==> src/pkg/aswd_pkg.sv <==
// aswd_pkg: constants and types of the standby / write dma command logic
// assumes one drive clock; the task-file decoder sits on the same clock
// What this block does
// - standby opcode: busy, sleep, clear busy and interrupt at once
// - standby immediate opcode behaves exactly like standby
// - any later command wakes the drive; reset_n low also clears sleep
// - translate sector does nothing and returns zero sector count
// - write buffer overwrites the sector buffer with one 512-byte block
// - write dma moves 1 to 256 sectors, count zero means 256
// - write dma starts at the sector addressed by the task file
// - write dma sets busy while buffering, then data request, clear busy
// - dma request follows media ready one clock late during the transfer
// - write dma interrupts only at the end or on a fatal error
// - on success the task file holds the last sector written
// - on error stop at failing sector and report its address
// - write dma in 8-bit mode is aborted with an error
// - pio write: busy on accept, then data request, clear busy, wait
package aswd_pkg;

  // opcodes
  localparam logic [7:0] OP_STANDBY_A   = 8'h96;
  localparam logic [7:0] OP_STANDBY_B   = 8'he2;
  localparam logic [7:0] OP_STBY_IMM_A  = 8'h94;
  localparam logic [7:0] OP_STBY_IMM_B  = 8'he0;
  localparam logic [7:0] OP_TRANSLATE   = 8'h87;
  localparam logic [7:0] OP_WRITE_BUF   = 8'he8;
  localparam logic [7:0] OP_WRITE_DMA   = 8'hca;

  // transfer geometry: 512 bytes per sector, 16-bit words
  localparam logic [7:0] LAST_WORD      = 8'hff;
  localparam logic [8:0] SECT_MAX       = 9'h100;
  localparam logic [7:0] XLAT_CNT       = 8'h00;

  // reset values
  localparam logic [27:0] ADDR_RST      = 28'h0000000;
  localparam logic [15:0] WORD_RST      = 16'h0000;

  typedef struct packed {
    logic [7:0] command;
    logic [7:0] features;
    logic [7:0] sect_cnt;
    logic [7:0] sect_num;
    logic [7:0] cyl_lo;
    logic [7:0] cyl_hi;
    logic [7:0] drv_head;
  } aswd_tf_t;

  typedef struct packed {
    logic        dmack_n;
    logic        iowr_n;
    logic [15:0] dd;
  } aswd_pins_t;

  localparam aswd_pins_t PINS_RST = '{dmack_n: 1'b1, iowr_n: 1'b1,
                                      dd: 16'h0000};

  typedef enum logic [2:0] {
    ST_IDLE,
    ST_SBY,
    ST_WB_ACC,
    ST_WB_XFER,
    ST_WB_DONE,
    ST_DMA_PREP,
    ST_DMA_XFER
  } aswd_state_t;

endpackage

==> src/design/aswd_sync.sv <==
// aswd_sync: two-stage synchroniser for the host dma pins
// assumes the pins are asynchronous to sys_clk
`timescale 1ns/10ps
module aswd_sync (
  // clock and reset
  input  wire logic                 sys_clk,
  input  wire logic                 reset_n,
  // pins in, synchronised out
  input  wire aswd_pkg::aswd_pins_t pins,
  output      aswd_pkg::aswd_pins_t pins_sync
);

  typedef struct packed {
    aswd_pkg::aswd_pins_t first;
    aswd_pkg::aswd_pins_t second;
  } aswd_sync_t;

  aswd_sync_t st;
  aswd_sync_t next_st;

  always_comb
  begin
    next_st.first  = pins;
    next_st.second = st.first;
  end

  always_ff @(posedge sys_clk or negedge reset_n)
  begin
    if (!reset_n)
    begin
      st.first  <= aswd_pkg::PINS_RST;
      st.second <= aswd_pkg::PINS_RST;
    end
    else
    begin
      st <= next_st;
    end
  end

  assign pins_sync = st.second;

endmodule // aswd_sync

==> src/design/aswd_cmd.sv <==
// aswd_cmd: drive-side standby, translate, write buffer, write dma logic
// assumes task-file strobes come from same-clock logic, dma pins do not
`timescale 1ns/10ps
module aswd_cmd (
  // clock and reset
  input  wire logic                 sys_clk,
  input  wire logic                 reset_n,
  // task file from host decoder
  input  wire logic                 cmd_wr,
  input  wire aswd_pkg::aswd_tf_t   tf,
  input  wire logic                 status_rd,
  input  wire logic                 eight_bit_en,
  input  wire logic                 pio_wr,
  input  wire logic [15:0]          pio_data,
  // host dma pins
  input  wire aswd_pkg::aswd_pins_t host_pins,
  // media side
  input  wire logic                 media_ready,
  input  wire logic                 media_err,
  // status out
  output      logic                 busy,
  output      logic                 drq,
  output      logic                 err,
  output      logic                 abrt,
  output      logic                 intrq,
  output      logic                 sleep,
  output      logic                 dmarq,
  // task-file write back
  output      logic                 tf_load,
  output      logic [7:0]           tf_cnt_out,
  output      logic [27:0]          tf_addr_out,
  // sector buffer writes
  output      logic [15:0]          buf_word,
  output      logic                 buf_we,
  output      logic                 sect_done
);

  typedef struct packed {
    aswd_pkg::aswd_state_t state;
    logic        sleep;
    logic        busy;
    logic        drq;
    logic        err;
    logic        abrt;
    logic        intrq;
    logic        dmarq;
    logic        tf_load;
    logic [7:0]  tf_cnt_out;
    logic [27:0] tf_addr_out;
    logic [27:0] addr;
    logic [8:0]  remaining;
    logic [7:0]  word_cnt;
    logic [15:0] buf_word;
    logic        buf_we;
    logic        sect_done;
    logic        iowr_prev;
  } aswd_cmd_t;

  aswd_cmd_t            st;
  aswd_cmd_t            next_st;
  aswd_pkg::aswd_pins_t pins_s;
  logic                 dma_word;
  logic                 last_word;
  logic                 is_standby;
  logic                 is_stby_imm;

  aswd_sync u_sync (
    .sys_clk   (sys_clk),
    .reset_n   (reset_n),
    .pins      (host_pins),
    .pins_sync (pins_s)
  );

  // host write strobe falling edge while acknowledged
  assign dma_word = !pins_s.dmack_n && !pins_s.iowr_n && st.iowr_prev;
  assign last_word = st.word_cnt == aswd_pkg::LAST_WORD;
  assign is_standby  = tf.command == aswd_pkg::OP_STANDBY_A ||
                       tf.command == aswd_pkg::OP_STANDBY_B;
  assign is_stby_imm = tf.command == aswd_pkg::OP_STBY_IMM_A ||
                       tf.command == aswd_pkg::OP_STBY_IMM_B;

  always_comb
  begin
    next_st           = st;
    next_st.tf_load   = 1'b0;
    next_st.buf_we    = 1'b0;
    next_st.sect_done = 1'b0;
    next_st.iowr_prev = pins_s.iowr_n;
    // reading status clears the interrupt; later sets override
    if (status_rd)
      next_st.intrq = 1'b0;
    case (st.state)
      aswd_pkg::ST_IDLE:
      begin
        if (cmd_wr)
        begin
          // only the opcode and needed fields are decoded
          next_st.sleep = 1'b0;
          next_st.intrq = 1'b0;
          next_st.err   = 1'b0;
          next_st.abrt  = 1'b0;
          if (is_standby || is_stby_imm)
          begin
            next_st.busy  = 1'b1;
            next_st.state = aswd_pkg::ST_SBY;
          end
          else if (tf.command == aswd_pkg::OP_TRANSLATE)
          begin
            next_st.tf_cnt_out = aswd_pkg::XLAT_CNT;
            next_st.tf_load    = 1'b1;
            next_st.tf_addr_out = {tf.drv_head[3:0], tf.cyl_hi, tf.cyl_lo,
                                   tf.sect_num};
            next_st.intrq      = 1'b1;
          end
          else if (tf.command == aswd_pkg::OP_WRITE_BUF)
          begin
            next_st.busy     = 1'b1;
            next_st.word_cnt = 8'h00;
            next_st.state    = aswd_pkg::ST_WB_ACC;
          end
          else if (tf.command == aswd_pkg::OP_WRITE_DMA && eight_bit_en)
          begin
            next_st.err   = 1'b1;
            next_st.abrt  = 1'b1;
            next_st.intrq = 1'b1;
          end
          else if (tf.command == aswd_pkg::OP_WRITE_DMA)
          begin
            next_st.busy      = 1'b1;
            next_st.addr      = {tf.drv_head[3:0], tf.cyl_hi, tf.cyl_lo,
                                 tf.sect_num};
            next_st.remaining = (tf.sect_cnt == 8'h00) ?
                                aswd_pkg::SECT_MAX : {1'b0, tf.sect_cnt};
            next_st.word_cnt  = 8'h00;
            next_st.state     = aswd_pkg::ST_DMA_PREP;
          end
          else
          begin
            next_st.err   = 1'b1;
            next_st.abrt  = 1'b1;
            next_st.intrq = 1'b1;
          end
        end
      end
      aswd_pkg::ST_SBY:
      begin
        next_st.busy  = 1'b0;
        next_st.sleep = 1'b1;
        next_st.intrq = 1'b1;
        next_st.state = aswd_pkg::ST_IDLE;
      end
      aswd_pkg::ST_WB_ACC:
      begin
        next_st.busy  = 1'b0;
        next_st.drq   = 1'b1;
        next_st.state = aswd_pkg::ST_WB_XFER;
      end
      aswd_pkg::ST_WB_XFER:
      begin
        if (pio_wr)
        begin
          next_st.buf_word = pio_data;
          next_st.buf_we   = 1'b1;
          next_st.word_cnt = st.word_cnt + 8'h01;
          if (last_word)
          begin
            next_st.drq   = 1'b0;
            next_st.busy  = 1'b1;
            next_st.state = aswd_pkg::ST_WB_DONE;
          end
        end
      end
      aswd_pkg::ST_WB_DONE:
      begin
        next_st.busy  = 1'b0;
        next_st.intrq = 1'b1;
        next_st.state = aswd_pkg::ST_IDLE;
      end
      aswd_pkg::ST_DMA_PREP:
      begin
        if (media_err)
        begin
          next_st.busy        = 1'b0;
          next_st.err         = 1'b1;
          next_st.intrq       = 1'b1;
          next_st.tf_load     = 1'b1;
          next_st.tf_addr_out = st.addr;
          next_st.tf_cnt_out  = st.remaining[7:0];
          next_st.state       = aswd_pkg::ST_IDLE;
        end
        else if (media_ready)
        begin
          next_st.busy  = 1'b0;
          next_st.drq   = 1'b1;
          next_st.dmarq = 1'b1;
          next_st.state = aswd_pkg::ST_DMA_XFER;
        end
      end
      aswd_pkg::ST_DMA_XFER:
      begin
        next_st.dmarq = media_ready;
        if (media_err)
        begin
          next_st.drq         = 1'b0;
          next_st.dmarq       = 1'b0;
          next_st.err         = 1'b1;
          next_st.intrq       = 1'b1;
          next_st.tf_load     = 1'b1;
          next_st.tf_addr_out = st.addr;
          next_st.tf_cnt_out  = st.remaining[7:0];
          next_st.state       = aswd_pkg::ST_IDLE;
        end
        else if (dma_word)
        begin
          next_st.buf_word = pins_s.dd;
          next_st.buf_we   = 1'b1;
          next_st.word_cnt = st.word_cnt + 8'h01;
          if (last_word)
          begin
            next_st.sect_done = 1'b1;
            if (st.remaining == 9'h001)
            begin
              next_st.drq         = 1'b0;
              next_st.dmarq       = 1'b0;
              next_st.intrq       = 1'b1;
              next_st.tf_load     = 1'b1;
              next_st.tf_addr_out = st.addr;
              next_st.tf_cnt_out  = 8'h00;
              next_st.state       = aswd_pkg::ST_IDLE;
            end
            else
            begin
              next_st.remaining = st.remaining - 9'h001;
              next_st.addr      = st.addr + 28'h0000001;
            end
          end
        end
      end
      default:
      begin
        next_st.state = aswd_pkg::ST_IDLE;
      end
    endcase
  end

  always_ff @(posedge sys_clk or negedge reset_n)
  begin
    if (!reset_n)
    begin
      st           <= '0;
      st.state     <= aswd_pkg::ST_IDLE;
      st.addr      <= aswd_pkg::ADDR_RST;
      st.buf_word  <= aswd_pkg::WORD_RST;
      st.iowr_prev <= 1'b1;
    end
    else
    begin
      st <= next_st;
    end
  end

  assign busy        = st.busy;
  assign drq         = st.drq;
  assign err         = st.err;
  assign abrt        = st.abrt;
  assign intrq       = st.intrq;
  assign sleep       = st.sleep;
  assign dmarq       = st.dmarq;
  assign tf_load     = st.tf_load;
  assign tf_cnt_out  = st.tf_cnt_out;
  assign tf_addr_out = st.tf_addr_out;
  assign buf_word    = st.buf_word;
  assign buf_we      = st.buf_we;
  assign sect_done   = st.sect_done;

  logic idle_cmd;
  assign idle_cmd = cmd_wr && st.state == aswd_pkg::ST_IDLE;
endmodule // aswd_cmd

==> config.mk <==
export PLATFORM = sky130hd
export DESIGN_NAME = aswd_cmd
export DESIGN_NICKNAME = d
export VERILOG_FILES = /design/src/pkg/aswd_pkg.sv /design/src/design/aswd_sync.sv /design/src/design/aswd_cmd.sv
export SDC_FILE = /design/constraint.sdc
export NUM_CORES = 1
export LEC_CHECK = 0
export ABC_CLOCK_PERIOD_IN_PS = 2900
export BUFFER_PORTS_ARGS = -buffer_cell sky130_fd_sc_hd__buf_2
export CAP_MARGIN = 20
export CORE_ASPECT_RATIO = 0.6
export CORE_MARGIN = 2
export CORE_UTILIZATION = 35
export CTS_CLUSTER_SIZE = 12
export DETAILED_ROUTE_END_ITERATION = 10
export PLACE_DENSITY = 0.67
export SLEW_MARGIN = 15
export SYNTH_ARGS = -nofsm -noshare
export SYNTH_HDL_FRONTEND = slang
export SYNTH_SLANG_ARGS = --single-unit
==> constraint.sdc <==
create_clock -name sys_clk -period 2.9 [get_ports sys_clk]
set_clock_uncertainty 0.2 [all_clocks]
set_input_delay 0.29 -clock sys_clk [delete_from_list [all_inputs] [get_ports sys_clk]]
set_output_delay 0.29 -clock sys_clk [all_outputs]
set_load 0.03 [all_outputs]
==> results.json <==
{
  "critPathCaptureType": "flip-flop",
  "cts_hold_buf": 72,
  "synthCells": 725,
  "drt-vias-per-instance": 5.35,
  "synth_top_area_share_pct": 48.2,
  "syn_nets": 827,
  "critPathTopFamily": "simple AND/OR/NAND/NOR gates",
  "tns_ns": 0,
  "num-fill-cells": 1986,
  "num_rows": 41,
  "detail-route-antenna-nets": 0,
  "postCtsSetupBuffers": 0,
  "place_inst": 1094,
  "ir_worst_vdd_mv": 0.473,
  "cts.root.buffer_cell": "clkbuf_16",
  "whs_path_depth": 3,
  "grt_max_degree": 65,
  "cap_violations": 0,
  "drt_iter0_drc": 651,
  "critPathBufInv": 2,
  "ys_seq_area_share_pct": 50.0,
  "r2r-start": "st[109]",
  "numClockSinks": 147,
  "seq_area_um2": 3680,
  "place_hpwl_um": 14500,
  "synth.distinct_cells": 69,
  "nets": 1008,
  "required_ns": 3.01,
  "first_pass_iters": 6,
  "wire_per_inst_um": 17.6,
  "synth_area_leaders": "dfrtp_1, buf_4, a221o_1, a22oi_1, o31ai_1",
  "cp_max_fo": 18,
  "slowest_stage": "or2_1",
  "top_level_ports": 160,
  "yosysTopAreaCell": "dfrtp_1",
  "antenna_found_initial": 0,
  "max-slew-margin-rel_pct": 42.7,
  "status": "finished clean",
  "min_to": "st[32]",
  "rsz0062_at_grt": "no",
  "cts_tree": "yes",
  "worstHoldStart": "tf[37]",
  "mappedNetlistArea_um2": 7370,
  "r2r-end": "st[53]",
  "hold_viol": 0,
  "port_buffers": 147,
  "synth_edf_count": 0,
  "area_growth_pct": 29.3,
  "die_h_um": 116,
  "vias": 6401,
  "cellLeakagePower_nw": 4.34,
  "dpl_cell_area_um2": 8250,
  "fin_crit_ns": 2.60,
  "cts_resized": 0,
  "die_area_um2": 22300,
  "final_cell_mix": "buf_2, dfrtp_1, dlygate4sd3_1, nand2_1, buf_4",
  "multi_input_area_um2": 3020,
  "place.gp.congestion": 0.891,
  "fmax_ghz": 0.385,
  "slew_viol_final": 0,
  "totalWireLength_um": 21000,
  "pwr_density_cell_nw_per_um2": 903,
  "synth_flop_cell": "dfrtp_1",
  "worstPathArrival_ns": 2.71,
  "cts_buffers": 17,
  "start_kind": "flip-flop",
  "clockBufferDepth": 2,
  "mostFrequentLayoutCell": "buf_2",
  "grtUsageTotal_pct": 19.5,
  "placeableCoreArea_um2": 20800,
  "drive_gt1_share_pct": 26.4,
  "path_clk_slew_ns": 0.06,
  "min_path_type": "in -> reg",
  "grt_pass1_vias": 5940,
  "max_slew.worst_pin.slew_ns": 0.859,
  "rr_worst_depth": 7,
  "rrSetupSlack_ns": 0.30,
  "setup_viol": 0,
  "cp_cell_sequence": "buf_4, or3_1, a31oi_1, a211o_1, or2_1, buf_4, o21ai_1",
  "cts_max_level": 4,
  "ys_ff_latch": 147,
  "synth_area_per_cell_um2": 10.2,
  "antennaDiodeCount": 0,
  "fin_area_um2": 9530,
  "drc": 0,
  "worstSkewPairLatency_ns": 0.44,
  "grt_pass1_wl_um": 33300,
  "cp_common_cell": "buf_4",
  "yosysWarnings": 0,
  "post-route-period-util_pct": 89.6,
  "die_w_um": 191,
  "overflow": 0,
  "start_util_pct": 35.4,
  "slowest_delay_ns": 0.54,
  "finalNonFillerCells": 1197,
  "path_class": "reg -> reg",
  "hold-worst-slack_ns": 0.0141,
  "async_flop_share_pct": 100
}
[worst max-delay path by stage]
stage	start	to	slack, ns	depth (start not counted)
final	st[109]	st[53]	0.30	7
after floorplan	st[19]	tf_addr_out[10]	0.44	9
after detailed placement	tf[53]	st[49]	0.33	7
after global placement	st[109]	st[52]	0.38	7
after global routing	st[19]	st[46]	0.14	7
after CTS	st[109]	st[46]	0.31	7
[power by group]
part | total, mW | switching, mW | internal (mW)
Clock | 2.15 | 0.889 | 1.26
Combinational | 3.23 | 2.01 | 1.22
Sequential | 3.22 | 0.569 | 2.66
[area by class of cell]
cell class              instances  area share (%)
flip-flops and latches        147            38.7
multi-input cells             462            31.7
repair buffers                260            19.4
clock buffers                  19            4.54
well taps                     279            3.66
clock inverters                12            1.40
inverters                      18           0.709
[state kept, by name (all words and copies together), names as in the netlist, 8 cells and up]
| register | flops |
|---|---|
| u_sync.pins_sync | 18 |
| buf_word | 16 |
| st | 49 |
| tf_addr_out | 28 |
| tf_cnt_out | 8 |
| u_sync.next_st | 18 |
[worst min-delay path, cell delays in order]
cell	delay, ns
buf_2	0.11
a22oi_1	0.08
o21ai_1	0.12
[cell usage after synthesis, types with 6 or more instances]
master and instances:
nor4_1 6, clkbuf_1 28, a21oi_1 24, nor2_1 32, nor3b_1 6, o21ai_0 19
o21ai_1 28, o22ai_1 11, nand3_1 16, a221o_1 28, buf_2 7, nor3_1 21
buf_4 52, nand2_1 56, nand4_1 8, a22oi_1 32, inv_1 18, dfrtp_1 142
a22o_1 13, a31oi_1 13, buf_6 6, nor2b_1 29, o31ai_1 30
[layer usage]
| layer | vias to the layer above | wire length [µm] | global-route usage (%) |
|---|---|---|---|
| met5 | - | 0 | 0 |
| met4 | 0 | 202 | 5.03 |
| met3 | 17 | 1480 | 4.69 |
| met2 | 248 | 8310 | 26.0 |
| met1 | 3098 | 11000 | 30.9 |
| li1 | 3038 | - | - |
[per-stage QoR]
stage	util (%)	total power, mW	worst slack, ns
after global placement	39.6	6.32	0.376
final	45.8	8.61	0.301
after floorplan	-	5.66	0.438
after global routing	45.8	9.12	0.140
after CTS	45.8	8.63	0.310
after detailed placement	39.6	6.37	0.330
[kinds of logic after synthesis]
| kind of cell | Yosys count | synth area share, % |
|---|---|---|
| AOI/OAI and AO/OA | 233 | 22.9 |
| xor gates and xnor gates | 3 | 0.356 |
| adders and majority gates | 4 | 0.679 |
| buffers and inverters | 116 | 9.28 |
| DFF | 147 | 50.0 |
| muxes | 8 | 1.26 |
| and+or+nand+nor | 214 | 15.6 |
No activity file was read; power rests on OpenSTA's default activity.
